## config.mk

```make
export PLATFORM = sky130hd
export DESIGN_NAME = rcpc_top
export DESIGN_NICKNAME = d
export VERILOG_FILES = /design/src/rcpc_pkg.sv /design/src/rcpc_top.sv /design/src/rcpc_sync2.sv /design/src/rcpc_wake_ack.sv
export SDC_FILE = /design/constraint.sdc
export NUM_CORES = 1
export LEC_CHECK = 0
export BUFFER_PORTS_ARGS = -buffer_cell sky130_fd_sc_hd__buf_4
export CORE_MARGIN = 4
export CORE_UTILIZATION = 40
export CTS_BUF_LIST = sky130_fd_sc_hd__clkbuf_8
export DETAILED_ROUTE_END_ITERATION = 10
export GPL_ROUTABILITY_DRIVEN = 1
export PLACE_DENSITY_LB_ADDON = 0.15
export REMOVE_ABC_BUFFERS = 1
export SETUP_SLACK_MARGIN = 0.05
export SYNTH_ARGS = -nofsm -noshare
export SYNTH_HDL_FRONTEND = slang
export SYNTH_SLANG_ARGS = --single-unit
export TNS_END_PERCENT = 10
```

## constraint.sdc

```tcl
create_clock -name CLK_SYS -period 4.75 [get_ports CLK_SYS]
set_clock_uncertainty 0.05 [all_clocks]
set_input_delay 0.475 -clock CLK_SYS [delete_from_list [all_inputs] [get_ports CLK_SYS]]
set_output_delay 0.475 -clock CLK_SYS [all_outputs]
set_load 0.02 [all_outputs]
```

## src/rcpc_pkg.sv

```systemverilog
// rcpc_pkg: register map, reset values, field positions and carrier types
// of the radio coexistence priority control block.
// assumes a 32-bit APB with byte addresses and one word per register.
package rcpc_pkg;

	localparam int DATA_W = 32;
	localparam int PRIO_W = 4;
	localparam int RAW_STR_W = 10;
	localparam int STR_W = 8;
	localparam int THR_W = 5;
	localparam int IRQ_N = 3;

	localparam logic [31:0] ADDR_PRIO_TABLE = 32'h40000108;
	localparam logic [31:0] ADDR_DFLT_PRIO = 32'h4000010C;
	localparam logic [31:0] ADDR_CTRL_TWO = 32'h40000200;
	localparam logic [31:0] ADDR_IRQ_STAT = 32'h40000210;
	localparam logic [31:0] ADDR_IRQ_MASK = 32'h40000214;
	localparam logic [31:0] ADDR_COEX_THR = 32'h40000218;
	localparam logic [31:0] ADDR_RX_STRENGTH = 32'h4000021C;

	localparam logic [31:0] RST_PRIO_TABLE = 32'h3489ADEF;
	localparam logic [3:0] RST_DFLT_PRIO = 4'h3;
	localparam int DFLT_LSB = 28;

	// control register two layout
	localparam int BIT_PHY_EN = 24;
	localparam int BIT_RES_EN = 23;
	localparam int BIT_ERR_STAT = 22;
	localparam int BIT_STR_SEL = 21;
	localparam int BIT_WAKE_STAT = 20;
	localparam int BIT_SPARE_LO = 18;
	localparam int BIT_PTI_SEL = 17;
	localparam int STR_SLICE_LSB = 2;

	// coexistence threshold register layout
	localparam int RX_THR_LSB = 24;
	localparam int TX_THR_LSB = 16;

	// interrupt status and mask layout
	localparam int IRQ_ERR = 0;
	localparam int IRQ_WAKE = 1;
	localparam int IRQ_SYNC = 2;

	typedef struct packed {
		logic [3:0] prio_passive_scan;
		logic [3:0] prio_nonconn_adv;
		logic [3:0] prio_conn_adv;
		logic [3:0] prio_active_scan;
		logic [3:0] prio_init_scan;
		logic [3:0] prio_data_channel;
		logic [3:0] prio_link_ctrl_proc;
		logic [3:0] prio_conn_req_resp;
		logic [3:0] prio_other_default;
	} rcpc_prio_t;

	typedef struct packed {
		logic [3:0] pti;
		logic rx_high;
		logic tx_high;
	} rcpc_coex_t;

	typedef enum {WK_IDLE, WK_ALIGN, WK_PERIOD} rcpc_wake_st_t;

endpackage

```

## src/rcpc_top.sv

```systemverilog
// rcpc_top: register bank for coexistence priorities, link error status,
// signal-strength capture and traffic indication selection.
// assumes an APB master on CLK_SYS; fault, sync and wake inputs are
// one-cycle pulses on CLK_SYS; LP_CLK and RADIO_POWERED are asynchronous.
//
// The implementer's own choice: the APB slave port.
`timescale 1ns/1ps
module rcpc_top (
	input wire logic CLK_SYS,
	input wire logic RESET,
	input wire logic PSEL,
	input wire logic PENABLE,
	input wire logic PWRITE,
	input wire logic [31:0] PADDR,
	input wire logic [31:0] PWDATA,
	output logic [31:0] PRDATA,
	output logic PREADY,
	output logic PSLVERR,
	input wire logic RESOLVE_FAULT,
	input wire logic PHYSICAL_FAULT,
	input wire logic SYNC_DETECTED_EVENT,
	input wire logic [9:0] STRENGTH_PEAK_HOLD,
	input wire logic [9:0] STRENGTH_AVERAGE,
	input wire logic LOWPOWER_WAKE_INTERRUPT,
	input wire logic LP_CLK,
	input wire logic RADIO_POWERED,
	input wire logic [3:0] PTI_STATIC,
	input wire logic [3:0] PTI_DYNAMIC,
	output rcpc_pkg::rcpc_prio_t PRIO,
	output rcpc_pkg::rcpc_coex_t COEX,
	output logic [7:0] RX_STRENGTH_FIELD,
	output logic LINK_GENERAL_INTERRUPT,
	output logic LOWPOWER_WAKE_STATUS,
	output logic IRQ
);
	import rcpc_pkg::*;

	if (RAW_STR_W < STR_W + STR_SLICE_LSB || PRIO_W != 4 || THR_W > 8)
	begin : g_bad_cfg
		$error("rcpc_top: field widths out of range");
	end

	////////////////////////////////////////////////////////////////////////
	// bus decode

	logic setup;
	logic access;
	logic wr;
	logic rd_setup;
	logic hit;
	logic [31:0] prdata_q;

	assign setup = PSEL & ~PENABLE;
	assign access = PSEL & PENABLE;
	assign hit = (PADDR == ADDR_PRIO_TABLE) || (PADDR == ADDR_DFLT_PRIO)
		|| (PADDR == ADDR_CTRL_TWO) || (PADDR == ADDR_IRQ_STAT)
		|| (PADDR == ADDR_IRQ_MASK) || (PADDR == ADDR_COEX_THR)
		|| (PADDR == ADDR_RX_STRENGTH);
	assign wr = access & PWRITE & hit;
	assign rd_setup = setup & ~PWRITE;

	// zero wait states; unmapped addresses answer with an error
	assign PREADY = 1'b1;
	assign PSLVERR = access & ~hit;
	assign PRDATA = prdata_q;

	////////////////////////////////////////////////////////////////////////
	// priority registers

	logic [31:0] prio_q;
	logic [3:0] dflt_q;

	for (genvar g = 0; g < DATA_W / PRIO_W; g++)
	begin : g_prio
		always_ff @(posedge CLK_SYS or posedge RESET)
		begin
			if (RESET)
				prio_q[g*PRIO_W +: PRIO_W] <=
					RST_PRIO_TABLE[g*PRIO_W +: PRIO_W];
			else if (wr && PADDR == ADDR_PRIO_TABLE)
				prio_q[g*PRIO_W +: PRIO_W] <= PWDATA[g*PRIO_W +: PRIO_W];
		end
	end

	always_ff @(posedge CLK_SYS or posedge RESET)
	begin
		if (RESET)
			dflt_q <= RST_DFLT_PRIO;
		else if (wr && PADDR == ADDR_DFLT_PRIO)
			dflt_q <= PWDATA[DFLT_LSB +: PRIO_W];
	end

	assign PRIO = {prio_q, dflt_q};

	////////////////////////////////////////////////////////////////////////
	// control register two

	logic physical_fault_enable_q;
	logic resolve_error_enable_q;
	logic strength_source_select_q;
	logic [1:0] spare_q;
	logic pti_source_select_q;
	logic ctrl_wr;

	assign ctrl_wr = wr && PADDR == ADDR_CTRL_TWO;

	always_ff @(posedge CLK_SYS or posedge RESET)
	begin
		if (RESET)
		begin
			physical_fault_enable_q <= 1'b0;
			resolve_error_enable_q <= 1'b0;
			strength_source_select_q <= 1'b0;
			spare_q <= 2'h0;
			pti_source_select_q <= 1'b0;
		end
		else if (ctrl_wr)
		begin
			physical_fault_enable_q <= PWDATA[BIT_PHY_EN];
			resolve_error_enable_q <= PWDATA[BIT_RES_EN];
			strength_source_select_q <= PWDATA[BIT_STR_SEL];
			spare_q <= PWDATA[BIT_SPARE_LO +: 2];
			pti_source_select_q <= PWDATA[BIT_PTI_SEL];
		end
	end

	////////////////////////////////////////////////////////////////////////
	// link error status

	logic link_error_status_q;
	logic err_set;

	assign err_set = (RESOLVE_FAULT & resolve_error_enable_q)
		| (PHYSICAL_FAULT & physical_fault_enable_q);

	// write one clears, a new fault wins
	always_ff @(posedge CLK_SYS or posedge RESET)
	begin
		if (RESET)
			link_error_status_q <= 1'b0;
		else if (err_set)
			link_error_status_q <= 1'b1;
		else if (ctrl_wr && PWDATA[BIT_ERR_STAT])
			link_error_status_q <= 1'b0;
	end

	assign LINK_GENERAL_INTERRUPT = link_error_status_q;

	////////////////////////////////////////////////////////////////////////
	// signal strength capture

	logic [7:0] rx_strength_field_q;

	always_ff @(posedge CLK_SYS or posedge RESET)
	begin
		if (RESET)
			rx_strength_field_q <= 8'h00;
		else if (SYNC_DETECTED_EVENT)
			rx_strength_field_q <= strength_source_select_q
				? STRENGTH_AVERAGE[STR_SLICE_LSB +: STR_W]
				: STRENGTH_PEAK_HOLD[STR_SLICE_LSB +: STR_W];
	end

	assign RX_STRENGTH_FIELD = rx_strength_field_q;

	////////////////////////////////////////////////////////////////////////
	// low power wake-up status

	logic [1:0] async_s;
	logic wake_ack;
	logic lowpower_wake_status_q;

	rcpc_sync2 #(
		.W(2)
	) u_sync (
		.clk(CLK_SYS),
		.rst(RESET),
		.d({LP_CLK, RADIO_POWERED}),
		.q(async_s)
	);

	rcpc_wake_ack u_wake_ack (
		.clk(CLK_SYS),
		.rst(RESET),
		.lp_clk(async_s[1]),
		.powered(async_s[0]),
		.pending(lowpower_wake_status_q),
		.ack(wake_ack)
	);

	// set by wake-up, cleared by hardware ack
	always_ff @(posedge CLK_SYS or posedge RESET)
	begin
		if (RESET)
			lowpower_wake_status_q <= 1'b0;
		else if (LOWPOWER_WAKE_INTERRUPT)
			lowpower_wake_status_q <= 1'b1;
		else if (wake_ack)
			lowpower_wake_status_q <= 1'b0;
	end

	assign LOWPOWER_WAKE_STATUS = lowpower_wake_status_q;

	////////////////////////////////////////////////////////////////////////
	// coexistence traffic indication

	logic [THR_W-1:0] rx_thr_q;
	logic [THR_W-1:0] tx_thr_q;
	logic [3:0] pti_sel;
	rcpc_coex_t coex_q;

	always_ff @(posedge CLK_SYS or posedge RESET)
	begin
		if (RESET)
		begin
			rx_thr_q <= '0;
			tx_thr_q <= '0;
		end
		else if (wr && PADDR == ADDR_COEX_THR)
		begin
			rx_thr_q <= PWDATA[RX_THR_LSB +: THR_W];
			tx_thr_q <= PWDATA[TX_THR_LSB +: THR_W];
		end
	end

	assign pti_sel = pti_source_select_q ? PTI_DYNAMIC : PTI_STATIC;

	always_ff @(posedge CLK_SYS or posedge RESET)
	begin
		if (RESET)
			coex_q <= '0;
		else
		begin
			coex_q.pti <= pti_sel;
			coex_q.rx_high <= {1'b0, pti_sel} > rx_thr_q;
			coex_q.tx_high <= {1'b0, pti_sel} > tx_thr_q;
		end
	end

	assign COEX = coex_q;

	////////////////////////////////////////////////////////////////////////
	// interrupt status, mask and read data

	logic [IRQ_N-1:0] irq_set;
	logic [IRQ_N-1:0] irq_stat_q;
	logic [IRQ_N-1:0] irq_mask_q;
	logic irq_rd_clr;

	assign irq_set[IRQ_ERR] = err_set;
	assign irq_set[IRQ_WAKE] = LOWPOWER_WAKE_INTERRUPT;
	assign irq_set[IRQ_SYNC] = SYNC_DETECTED_EVENT;
	assign irq_rd_clr = access & ~PWRITE & (PADDR == ADDR_IRQ_STAT);

	// read clears only bits the read returned; set wins
	for (genvar b = 0; b < IRQ_N; b++)
	begin : g_irq
		always_ff @(posedge CLK_SYS or posedge RESET)
		begin
			if (RESET)
				irq_stat_q[b] <= 1'b0;
			else if (irq_set[b])
				irq_stat_q[b] <= 1'b1;
			else if (irq_rd_clr && prdata_q[b])
				irq_stat_q[b] <= 1'b0;
		end
	end

	always_ff @(posedge CLK_SYS or posedge RESET)
	begin
		if (RESET)
			irq_mask_q <= '0;
		else if (wr && PADDR == ADDR_IRQ_MASK)
			irq_mask_q <= PWDATA[IRQ_N-1:0];
	end

	assign IRQ = |(irq_stat_q & irq_mask_q);

	// read data captured in the setup cycle
	always_ff @(posedge CLK_SYS or posedge RESET)
	begin
		if (RESET)
			prdata_q <= '0;
		else if (rd_setup)
		begin
			prdata_q <= '0;
			case (PADDR)
				ADDR_PRIO_TABLE: prdata_q <= prio_q;
				ADDR_DFLT_PRIO: prdata_q[DFLT_LSB +: PRIO_W] <= dflt_q;
				ADDR_CTRL_TWO:
				begin
					prdata_q[BIT_PHY_EN] <= physical_fault_enable_q;
					prdata_q[BIT_RES_EN] <= resolve_error_enable_q;
					prdata_q[BIT_ERR_STAT] <= link_error_status_q;
					prdata_q[BIT_STR_SEL] <= strength_source_select_q;
					prdata_q[BIT_WAKE_STAT] <= lowpower_wake_status_q;
					prdata_q[BIT_SPARE_LO +: 2] <= spare_q;
					prdata_q[BIT_PTI_SEL] <= pti_source_select_q;
				end
				ADDR_IRQ_STAT: prdata_q[IRQ_N-1:0] <= irq_stat_q;
				ADDR_IRQ_MASK: prdata_q[IRQ_N-1:0] <= irq_mask_q;
				ADDR_COEX_THR:
				begin
					prdata_q[RX_THR_LSB +: THR_W] <= rx_thr_q;
					prdata_q[TX_THR_LSB +: THR_W] <= tx_thr_q;
				end
				ADDR_RX_STRENGTH: prdata_q[STR_W-1:0] <= rx_strength_field_q;
				default: prdata_q <= '0;
			endcase
		end
	end
endmodule

```

## src/rcpc_sync2.sv

```systemverilog
// rcpc_sync2: two flip-flop synchroniser for slow levels.
// assumes each bit is an independent level from another domain.
`timescale 1ns/1ps
module rcpc_sync2 #(
	parameter int W = 1
) (
	input wire logic clk,
	input wire logic rst,
	input wire logic [W-1:0] d,
	output logic [W-1:0] q
);
	logic [W-1:0] meta_q;

	always_ff @(posedge clk or posedge rst)
	begin
		if (rst)
		begin
			meta_q <= '0;
			q <= '0;
		end
		else
		begin
			meta_q <= d;
			q <= meta_q;
		end
	end
endmodule

```

## src/rcpc_wake_ack.sv

```systemverilog
// rcpc_wake_ack: times the automatic acknowledge of the wake-up status.
// assumes lp_clk and powered are already synchronised to clk.
`timescale 1ns/1ps
module rcpc_wake_ack
	import rcpc_pkg::*;
(
	input wire logic clk,
	input wire logic rst,
	input wire logic lp_clk,
	input wire logic powered,
	input wire logic pending,
	output logic ack
);
	rcpc_wake_st_t st_q;
	logic lp_prev_q;
	logic lp_rise;

	assign lp_rise = lp_clk & ~lp_prev_q;

	always_ff @(posedge clk or posedge rst)
	begin
		if (rst)
			lp_prev_q <= 1'b0;
		else
			lp_prev_q <= lp_clk;
	end

	// first rising edge aligns, the next closes one full period
	always_ff @(posedge clk or posedge rst)
	begin
		if (rst)
			st_q <= WK_IDLE;
		else if (!pending || !powered)
			st_q <= WK_IDLE;
		else
		begin
			case (st_q)
				WK_IDLE: st_q <= WK_ALIGN;
				WK_ALIGN: if (lp_rise) st_q <= WK_PERIOD;
				WK_PERIOD: if (lp_rise) st_q <= WK_IDLE;
				default: st_q <= WK_IDLE;
			endcase
		end
	end

	assign ack = pending & powered & (st_q == WK_PERIOD) & lp_rise;
endmodule

```

## After elaboration in Yosys (flattened, before gate mapping)

Index checks and enable logic that the tools add are counted.

- Eq/ne operators: 12
- Reductions and logical operators: 26
- $mul: 0
- Multiplexer cells: 26
- Add/subtract/negate cells: 0
- Shift operators: 0
- Bitwise logic cells: 20
- $lt $le $gt $ge: 2
- Div/mod/pow operators: 0

Operator list:

| cell | count |
|---|---|
| equality test 32 x 31 -> 1 bit (second input constant) | 7 |
| 2-to-1 mux 32 bit | 3 |
| one-hot mux 32 bit (3 select lines) | 1 |
| equality test 32 x 1 -> 1 bit (second input constant) | 1 |
| equality test 32 x 2 -> 1 bit (second input constant) | 1 |
| equality test 32 x 3 -> 1 bit (second input constant) | 1 |
| logical NOT 32 bit | 1 |
| one-hot mux 3 bit (2 select lines) | 3 |
| 2-to-1 mux 8 bit | 2 |
| bitwise AND 1 bit | 14 |
| one-hot mux 3 bit (4 select lines) | 1 |
| one-hot mux 4 bit (3 select lines) | 1 |
| > comparator 4 x 5 -> 1 bit | 2 |
| 2-to-1 mux 1 bit | 10 |
| one-hot mux 5 bit (2 select lines) | 1 |
| nonzero test 2 bit | 5 |
| logical AND 1 bit | 9 |
| logical OR 1 bit | 7 |
| inequality test 3 x 1 -> 1 bit (second input constant) | 2 |
| one-hot mux 1 bit (3 select lines) | 2 |
| 2-to-1 mux 4 bit | 1 |
| inverter 1 bit | 4 |
| bitwise AND 3 bit | 1 |
| OR reduction 3 bit | 1 |
| 4 further kinds | 5 |

- Register bits after elaboration: 143
- ROM bits: 0
- Logic and storage cells: 117
- Memories kept: 0
- Input bits: 103
- Bits in writable memories: 0
- Bits in latches: 0
- Output and inout bits: 87

## Longest topological paths before layout

Gate-level depths: netlist (run 1).

- Word-level depth: 12
- Gate-level depth with buffers: 8
- Gate-level depth less buffers: 7

## By module

A second synthesis (run 1) with hierarchy kept.

- Cells, all modules: 425
- Area, all modules: 5144.9 µm²

Modules (own cells, without submodules):

| module | sequential area each (µm²) | times used | cells an instance | area an instance (µm²) |
|---|---|---|---|---|
| rcpc_top | 2677.6 | 1 | 408 | 4902.2 |
| rcpc_wake_ack | 75.1 | 1 | 12 | 138.9 |
| rcpc_sync2 | 100.1 | 1 | 5 | 103.8 |

## Least setup slack after synthesis (run 1)

No wires, ideal clock.

- Path kind: input-to-output
- Start point: input port PADDR[5]
- End point: output port PSLVERR
- Path buffers: 1
- Stages: 6
- Arrival time: 1.763 ns
- Path slack: 2.462 ns
- Required time: 4.225 ns
- Cells stage by stage: or4b_1 -> buf_2 -> nor3_4 -> nor2_1 -> o211ai_1 -> a21oi_1

- Word-level cells in the longest chain between the ends: 9
- Elaborated cells on any way between the ends: 15
- Those cells by class: eq/ne (7); bitwise (2); reduce/logical (6)

Ends and longest elaborated chain:

| element | RTL line | text |
|---|---|---|
| start, declared | rcpc_top.sv:14 | `input wire logic [31:0] PADDR,` |
| equality test 32 x 31 -> 1 bit | rcpc_top.sv:55 | `assign hit = (PADDR == ADDR_PRIO_TABLE) \|\| (PADDR == ADDR_DFLT_PRIO)` |
| logical OR 1 bit | rcpc_top.sv:55 |  |
| logical OR 1 bit (2 in a row) | rcpc_top.sv:56 | `\|\| (PADDR == ADDR_CTRL_TWO) \|\| (PADDR == ADDR_IRQ_STAT)` |
| logical OR 1 bit (2 in a row) | rcpc_top.sv:57 | `\|\| (PADDR == ADDR_IRQ_MASK) \|\| (PADDR == ADDR_COEX_THR)` |
| logical OR 1 bit (*) | rcpc_top.sv:58 | `\|\| (PADDR == ADDR_RX_STRENGTH);` |
| inverter 1 bit (*) | rcpc_top.sv:64 | `assign PSLVERR = access & ~hit;` |
| bitwise AND 1 bit (*) | rcpc_top.sv:64 |  |
| end, declared | rcpc_top.sv:18 | `output logic PSLVERR,` |

Every way passes the cells marked *; elsewhere a longest branch is shown, timed or not.

## Worst setup path after layout (run 1)

Ends and elaborated chain as after synthesis.

==> results of run 1 <==
==> power by group through the flow <==
stage          sequential [mW]  combinational (mW)  clock (mW)
2_1_floorplan             1.02              0.0556           0
3_3_place_gp              1.00               0.184           0
3_5_place_dp              1.00               0.188           0
4_1_cts                  0.988               0.188       0.743
5_1_grt                  0.990               0.203       0.794
6_report                 0.988               0.185       0.721
==> cell type report <==
class	count	area, sq um	area share (%)
sequential	113	2850	40.4
multi-input combinational	282	2230	31.6
timing repair buffer	187	1400	19.9
clock buffer	19	262	3.71
tap	172	215	3.05
clock inverter	13	51.3	0.727
inverter	10	40.0	0.568
==> Yosys cell counts (all sizes together) (3+ instances only) <==
cell | instances | area [sq um]
nand3 | 16 | 80.1
or3 | 6 | 37.5
inv | 10 | 37.5
mux2i | 14 | 140
and3 | 3 | 18.8
a211oi | 4 | 30.0
ha | 8 | 100
mux2 | 61 | 724
buf | 12 | 66.3
nand4b | 3 | 41.3
o31ai | 3 | 22.5
nor3b | 3 | 27.5
nand2b | 3 | 18.8
nand4 | 4 | 40.0
nor2 | 24 | 92.6
dfrtp | 93 | 2330
a21oi | 11 | 55.1
nor3 | 5 | 36.3
nor2b | 5 | 31.3
nor4 | 9 | 131
dfstp | 20 | 526
clkbuf | 8 | 31.3
nand2 | 50 | 188
a22o | 10 | 87.6
a21o | 5 | 37.5
a22oi | 16 | 120
o21ai | 3 | 15.0
==> through the flow <==
step / utilization (%) / hold WS [ns] / worst slack (ns) / instance area [sq um]
after floorplan: - / 0.281 / 1.27 / 5110
after global placement: 53.2 / 0.283 / 1.71 / 6740
after detailed placement: 53.2 / 0.286 / 1.70 / 6740
after CTS: 55.7 / 0.0713 / 1.96 / 7050
after global routing: 55.7 / 0.0750 / 1.74 / 7050
final: 55.7 / 0.110 / 1.95 / 7050
==> flip-flops by register name, indices dropped and copies added (netlist names), 2 cells and up <==
register and count:
COEX 6, PRDATA 32, PRIO 32, RX_STRENGTH_FIELD 8
dflt_q 4, irq_mask_q 3, irq_stat_q 3, rx_thr_q 5
spare_q 2, tx_thr_q 5, u_sync.meta_q 2, u_sync.q 2
u_wake_ack.st_q 2
==> worst register-to-register path, stage by stage, from the launching register on <==
cell and delay [ns]:
dfrtp_1 0.48, mux2_2 0.41, ha_1 0.30, nor2b_1 0.13
o21ai_0 0.14, nand2b_1 0.07, a21oi_1 0.14, nor2_1 0.05
==> kinds of logic after synthesis <==
group,synth area share (%)
AOI/OAI and AO/OA,8.26
and+or+nand+nor,15.8
buffers and inverters,2.59
muxes,16.6
DFF,54.7
other,0.0719
adders and majority gates,1.92
==> how the worst max path moves through the flow <==
stage | endpoint | start | depth (start not counted) | slack (ns)
final | PSLVERR | PADDR[5] | 7 | 1.95
after global routing | PSLVERR | PADDR[5] | 7 | 1.74
after CTS | PSLVERR | PADDR[5] | 7 | 1.96
after detailed placement | PRIO[35]$_DFFE_PP0P_ | PADDR[5] | 6 | 1.70
after global placement | PRIO[35]$_DFFE_PP0P_ | PADDR[5] | 6 | 1.71
after floorplan | COEX[0]$_DFF_PP0_ | RESET | 1 | 1.27
==> metal layers <==
layer	GRT usage (%)	part of all wire (%)	vias to the layer above
met5	0	0	-
met4	7.70	1.4	0
li1	-	-	1916
met1	24.3	43	1986
met3	7.15	9.7	22
met2	29.0	46	161
==> out/qor.txt, run 1 <==
Status -> completed
Final Hold Vio Count -> 0
Post-route clock period utilization -> 59.0%
Clk slew on worst S/H paths -> 0.05 ns
VDD IR-drop max -> 0.000141 V
Sequential Power Share -> 52.2%
Distinct cells, synth -> 54
GR Overflow Total -> 0
Achievable clock frequency -> 0.357 GHz
Delay-heaviest family, CP -> simple AND/OR/NAND/NOR gates
PD cells -> 268 nW/um^2
CTS Sinks -> 113
Die area -> 14,900 sq um
Worst path buffer plus inverter count -> 2
Commonest non-fill, non-tap cell in the layout -> buf_4
Initial Util -> 41.1%
Final total power -> 1.89 mW
# DRC -> 0
Post-CTS Setup Repair Bufs -> 0
Crit-path max FO -> 9
Hold path depth -> 1
Worst slew pin tran -> 1.01 ns
Vias per cell -> 5.13
Static leakage -> 3.53 nW
Core Region -> 12,700 sq um
Post-synth EDFFs -> 0
Vias in the first global route -> 4,165
Int Power -> 1.43 mW
Fraction of registers with async set/reset -> 100%
Share of post-route cells with drive strength above 1 -> 48.1%
H-tree depth -> 4
CTS max path bufs -> 2
Iter 0 DRT Violations -> 219
Max incr delay on CP -> 0.69 ns
Reg2Reg Depth -> 7
Non-Filler Instances -> 796
Clk_lat worst skew -> 0.43 ns
Core Rows -> 41
Synth Area per Inst -> 12.3 sq um
CTS Hold Bufs -> 0
Vias -> 4,085
Post-route antenna net violation count -> 0
Register bit total from synthesis -> 113
Setup violations, final -> 0
Total Routing Usage GR -> 19.0%
Router iterations before antenna repair -> 4
Worst path cell trace -> buf_4 > or4b_1 > nor3_4 > nor2_1 > o211ai_1 > a21oi_1 > buf_4
Final Critical Period -> 2.80 ns
RSZ-0062 raised after global routing -> false
FF-to-FF setup slack -> 2.87 ns
Final GP Congestion -> 0.796
Critical Path End Type -> output port
Hold wc startpoint -> RADIO_POWERED
Routed wire per std cell -> 17.3 um
Fin. max-slew vios -> 0
CTS tree -> done
First-pass GRT wire length -> 21,700 um
Crit path top cell by count -> buf_4
Most frequent cells in the layout -> buf_4 (187), dfrtp_1 (93), nand2_1 (48)
Die Y -> 122 um
Antenna violations before repair -> 0
Rel. slew slack -> 31.9%
Worst reg2reg endpoint -> COEX[1]$_DFF_PP0_
Post_cts resized -> 0
Die Wd -> 122 um
WP data required -> 4.22 ns
RR Startpoint -> pti_source_select_q$_DFFE_PP0P_
Switching pwr -> 0.462 mW
Clock Power Share -> 38.1%
Clock root cell -> clkbuf_8
Max Cap Viol -> 0
CTS Buf Count -> 17
Crit path DAT -> 2.28 ns
Sw Ratio -> 24.4%
Largest net degree at the start of global routing -> 76
Hold Path End -> u_sync.meta_q[0]$_DFF_PP0_
Nets -> 722
Area grow syn2layout -> 35.3%
Combinational share of power -> 9.8%
Post-synthesis cell area -> 5210 sq um
Min-Delay Path Class -> in2reg
CP Class -> in2out
Seq/Total Area, Yosys -> 54.7%
Synth Flop Type -> dfrtp_1
Synth warnings -> 0
Placed cell count -> 764
Crit start category -> primary input
Worst-path cell with the longest stage delay -> or4b_1
Layout fillers -> 1,127
Port bufs -> 184
TNS Setup -> 0 ns
# IOs -> 190
DPL Wire Length -> 10,200 um
Final wirelength -> 13,800 um
Cells after Synth -> 425
Ant. Diodes -> 0
Note: power is estimated with default switching activity, not from simulation.
==> run 2, diff against run 1 <==
- clock period: 4.75 -> 2.25 ns (I/O delays scaled with it)
==> run 2 against run 1 <==
Clock power is 130% higher. Clock-buffer cell count is 1 lower. Routed wire length is 6.8% higher. First-iteration DRC count is 15% lower. Final cell count is 7.5% higher. Non-clock buffer count is 60 higher. Power is 120% higher. Die area stayed put. Critical path type unchanged. Largest power group unchanged.
==> out/qor.txt, run 2 (synthesized netlist as in run 1, its figures left out) <==
Final GP Congestion -> 0.815
First-pass GRT wire length -> 23,500 um
Nets -> 782
Post-route clock period utilization -> 92.8%
Commonest non-fill, non-tap cell in the layout -> buf_4
Fin. max-slew vios -> 0
Final Cell Area -> 7660 sq um
Core Rows -> 41
Worst slew pin tran -> 0.596 ns
Status -> completed
Crit start category -> primary input
GR Overflow Total -> 0
Die area -> 14,900 sq um
Placed cell count -> 786
CTS tree -> done
Routed wire per std cell -> 17.2 um
Post-place instance area -> 6940 sq um
Crit-path max FO -> 6
Iter 0 DRT Violations -> 186
Min-Delay Path Class -> in2reg
Total Routing Usage GR -> 20.6%
Final Hold Vio Count -> 0
Final wirelength -> 14,700 um
Static leakage -> 3.81 nW
Die Wd -> 122 um
Ant. Diodes -> 0
Critical Path End Type -> output port
Initial Util -> 41.1%
Layout fillers -> 1,049
Port bufs -> 184
Vias -> 4,336
Vias in the first global route -> 4,555
PD cells -> 547 nW/um^2
# IOs -> 190
Most frequent cells in the layout -> buf_4 (208), dfrtp_1 (93), nand2_1 (48)
CP Class -> in2out
Antenna violations before repair -> 0
Router iterations before antenna repair -> 4
Clock root cell -> clkbuf_8
VDD IR-drop max -> 0.000364 V
Share of post-route cells with drive strength above 1 -> 48.1%
CTS Buf Count -> 17
Clk slew on worst S/H paths -> 0.06 ns
Core Region -> 12,700 sq um
Achievable clock frequency -> 0.479 GHz
Largest net degree at the start of global routing -> 50
Final total power -> 4.19 mW
Max Cap Viol -> 0
Register area -> 2850 sq um
Clk_lat worst skew -> 0.44 ns
Area grow syn2layout -> 46.9%
DPL Wire Length -> 10,900 um
Final Critical Period -> 2.09 ns
Setup violations, final -> 0
Post-route antenna net violation count -> 0
WP data required -> 1.98 ns
CTS max path bufs -> 2
# DRC -> 0
CTS Sinks -> 113
TNS Setup -> 0 ns
Crit path DAT -> 1.81 ns
Vias per cell -> 5.07
Rel. slew slack -> 60.2%
Die Y -> 122 um
RSZ-0062 raised after global routing -> false
H-tree depth -> 4
Non-Filler Instances -> 856
Multi-input logic area -> 2230 sq um
==> run 2: routing by layer <==
metal	track usage [%]	vias up	routed length, um
li1	-	2036	-
met1	24.9	2101	5970
met2	35.0	175	7360
met3	6.92	24	1200
met4	6.09	0	212
met5	0	-	0
==> run 2: critical path, stage by stage <==
cell and delay (ns):
buf_4 0.12, nor4_4 0.40, nand4b_4 0.17, or2_4 0.29, buf_4 0.16, o211ai_1 0.17
a21oi_1 0.09, buf_4 0.19
==> run 2: final timing paths <==
check	startpoint	to	slack, ns	cells past startpoint
worst max-delay path	PADDR[12]	PSLVERR	0.16	8
min in group asynchronous	RESET	PRIO[13]$_DFFE_PP0P_	0.37	3
max in group asynchronous	RESET	PRIO[23]$_DFFE_PP1P_	1.01	4
worst max register to register	pti_source_select_q$_DFFE_PP0P_	COEX[0]$_DFF_PP0_	0.34	7
worst min register to register	u_sync.meta_q[0]$_DFF_PP0_	u_sync.q[0]$_DFF_PP0_	0.30	0
worst min-delay path	PTI_DYNAMIC[2]	COEX[4]$_DFF_PP0_	0.03	2
==> run 2: what timing repair did <==
action / in CTS / in global routing
endpoints found under the hold margin: 89 / 0
endpoints found under the setup margin: 0 / 1
buffers inserted: 0 / 2
hold buffers: 36 / 0
resized for setup: 0 / 1
==> run 2: metrics by stage <==
step / util (%) / setup slack, ns / hold WS [ns]
6_report: 60.4 / 0.161 / 0.0280
5_1_grt: 60.4 / 0.0347 / 0.00651
4_1_cts: 60.3 / 0.0690 / 0.00223
3_5_place_dp: 54.8 / 0.0301 / 0.271
3_3_place_gp: 54.8 / 0.0759 / 0.257
2_1_floorplan: - / -0.979 / 0.206
==> run 2: area by class of cell <==
class | count | share of cell area (%)
multi-input combinational | 282 | 29.1
tap | 172 | 2.81
timing repair buffer | 247 | 25.9
inverter | 10 | 0.523
clock buffer | 18 | 3.23
sequential | 113 | 37.2
clock inverter | 14 | 1.16
==> run 2: power breakdown <==
part	switching (mW)	total, mW	internal (mW)	leakage (nW)
sequential	0.0217	2.09	2.07	1.44
combinational	0.215	0.454	0.239	2.18
clock	0.785	1.64	0.860	0.201
==> run 3, diff against run 2 <==
- ABC_AREA: default -> 1
==> run 3 against run 2 <==
Global-route usage rose by 0.059 points. Sequential power rose by 2%. Final cell count rose by 29%. Critical path depth fell by 2. Synthesized area rose by 5.8%. Sequential share of layout area fell by 1.3 points. Worst setup slack improved by 0.14 ns. Die area rose by 5.4%. Combinational power rose by 34%. Clock-buffer cell count rose by 3. Register-to-register slack got worse by 0.04 ns.
==> out/qor.txt, run 3 <==
Router iterations before antenna repair -> 5
RSZ-0062 raised after global routing -> false
Post_cts resized -> 0
# IOs -> 190
Post-route clock period utilization -> 86.8%
Synth Flop Type -> dfrtp_1
CP Class -> reg2reg
Post-synth EDFFs -> 0
Core Rows -> 42
TNS Setup -> 0 ns
Die Y -> 125 um
Seq/Total Area, Yosys -> 51.7%
Yosys top cell by area -> dfrtp_1
Largest net degree at the start of global routing -> 52
Rel. slew slack -> 59.4%
Ant. Diodes -> 0
Post-synth top cells -> nand2_1 (152), inv_1 (140), dfrtp_1 (93)
Cells after Synth -> 682
CTS Buf Count -> 17
Area grow syn2layout -> 44.0%
Distinct cells, synth -> 37
Worst slew pin tran -> 0.605 ns
Synth warnings -> 0
Min-Delay Path Class -> in2reg
Final GP Congestion -> 0.824
Max Cap Viol -> 0
H-tree depth -> 4
Iter 0 DRT Violations -> 247
Final wirelength -> 15,700 um
Total Routing Usage GR -> 20.6%
Port bufs -> 184
Commonest non-fill, non-tap cell in the layout -> buf_4
# DRC -> 0
Clk slew on worst S/H paths -> 0.07 ns
Status -> completed
Achievable clock frequency -> 0.512 GHz
Register bit total from synthesis -> 113
Most frequent cell after synthesis -> nand2_1
Clk_lat worst skew -> 0.42 ns
Routed wire per std cell -> 14.2 um
Static leakage -> 4.01 nW
Vias in the first global route -> 5,391
CTS Sinks -> 113
Crit path DAT -> 2.22 ns
VDD IR-drop max -> 0.000338 V
Fraction of registers with async set/reset -> 100%
Synth Area per Inst -> 8.09 sq um
Die Wd -> 125 um
Initial Util -> 41.3%
Synth top area cells -> dfrtp_1 (42%), nand2_1 (10%), dfstp_2 (9.5%), inv_1 (9.5%), o21ai_0 (6.9%)
Final Hold Vio Count -> 0
Crit-path max FO -> 7
Post-route antenna net violation count -> 0
Final Critical Period -> 1.95 ns
Critical Path End Type -> register
CTS Hold Bufs -> 41
Final Cell Area -> 7940 sq um
Crit start category -> register
Vias per cell -> 4.71
Antenna violations before repair -> 0
CTS tree -> done
First-pass GRT wire length -> 26,300 um
Share of post-route cells with drive strength above 1 -> 29.6%
Setup violations, final -> 0
WP data required -> 2.52 ns
Post-synthesis cell area -> 5520 sq um
DPL Wire Length -> 11,500 um
Die area -> 15,700 sq um
Post-CTS Setup Repair Bufs -> 0
Clock root cell -> clkbuf_8
Most frequent cells in the layout -> buf_4 (193), nand2_1 (152), inv_1 (141)
Vias -> 5,197
PD cells -> 599 nW/um^2
Fin. max-slew vios -> 0
Nets -> 1,026
CTS max path bufs -> 2
Post-place instance area -> 7110 sq um
GR Overflow Total -> 0
Yosys top cell area share -> 42.2%
Core Region -> 13,300 sq um
[run 3: logic make-up (layout without fill, tap and decap cells)]
kind of cell	count (synthesis)	count (layout)	share of synthesized area, %
adder cells (fa/ha/maj)	8	8	1.81
AO/OA/AOI/OAI	145	145	15.1
flip-flops	113	113	51.7
AND/OR/NAND/NOR	242	242	18.3
buffers and inverters	168	414	12.0
other	1	1	0.0680
multiplexers	5	5	1.02
[run 3: worst paths after layout]
check                           slack [ns]                            start                          endpoint  depth (start not counted)
worst min register to register        0.30       u_sync.meta_q[0]$_DFF_PP0_             u_sync.q[0]$_DFF_PP0_                          0
worst max-delay path                  0.30  pti_source_select_q$_DFFE_PP0P_                 COEX[0]$_DFF_PP0_                          6
worst min-delay path                  0.03            STRENGTH_PEAK_HOLD[5]  RX_STRENGTH_FIELD[3]$_DFFE_PP0P_                          3
max in group asynchronous             1.16                            RESET             dflt_q[1]$_DFFE_PP1P_                          4
worst max register to register        0.30  pti_source_select_q$_DFFE_PP0P_                 COEX[0]$_DFF_PP0_                          6
min in group asynchronous             0.32                            RESET            PRDATA[11]$_DFFE_PP0P_                          3
[run 3: worst max-delay path: stages (launching register included)]
cell and delay [ns]:
dfrtp_1 0.45, inv_1 0.11, or2_2 0.27, o21ai_0 0.20, ha_1 0.33, a41oi_1 0.16
a21boi_0 0.26
[run 3: routing by layer]
metal | GRT usage [%] | part of all wire (%) | vias up
met5 | 0 | 0 | -
met4 | 6.70 | 1.5 | 0
met3 | 5.50 | 6.2 | 16
met2 | 35.0 | 50 | 156
met1 | 25.7 | 43 | 2428
li1 | - | - | 2597
[run 3: per-stage QoR]
step	util, %	hold WS [ns]	setup WS, ns	total power, mW	instances
5_1_grt	59.5	0.0153	0.0933	4.99	1104
6_report	59.5	0.0274	0.297	4.76	1104
3_3_place_gp	53.3	0.204	0.330	2.72	1031
3_5_place_dp	53.3	0.214	0.267	2.73	1031
2_1_floorplan	-	0.206	-0.979	2.41	661
4_1_cts	59.5	0.00114	0.249	4.81	1104
[run 3: power breakdown]
part           internal [mW]  switching [mW]  leakage, nW  total (mW)
Combinational          0.302           0.307         2.44       0.609
Sequential              2.10          0.0370         1.35        2.14
Clock                   1.20           0.811        0.220        2.01
Total                   3.61            1.16         4.01        4.76
[run 3: final cells by class]
| cell class | instances | area [sq um] |
|---|---|---|
| fillers | 1173 | 5400 |
| repair buffers | 235 | 1880 |
| flip-flops and latches | 113 | 2850 |
| multi-input cells | 401 | 2010 |
| clock buffers | 21 | 289 |
| inverters | 147 | 559 |
| clock inverters | 11 | 136 |
| well taps | 176 | 220 |
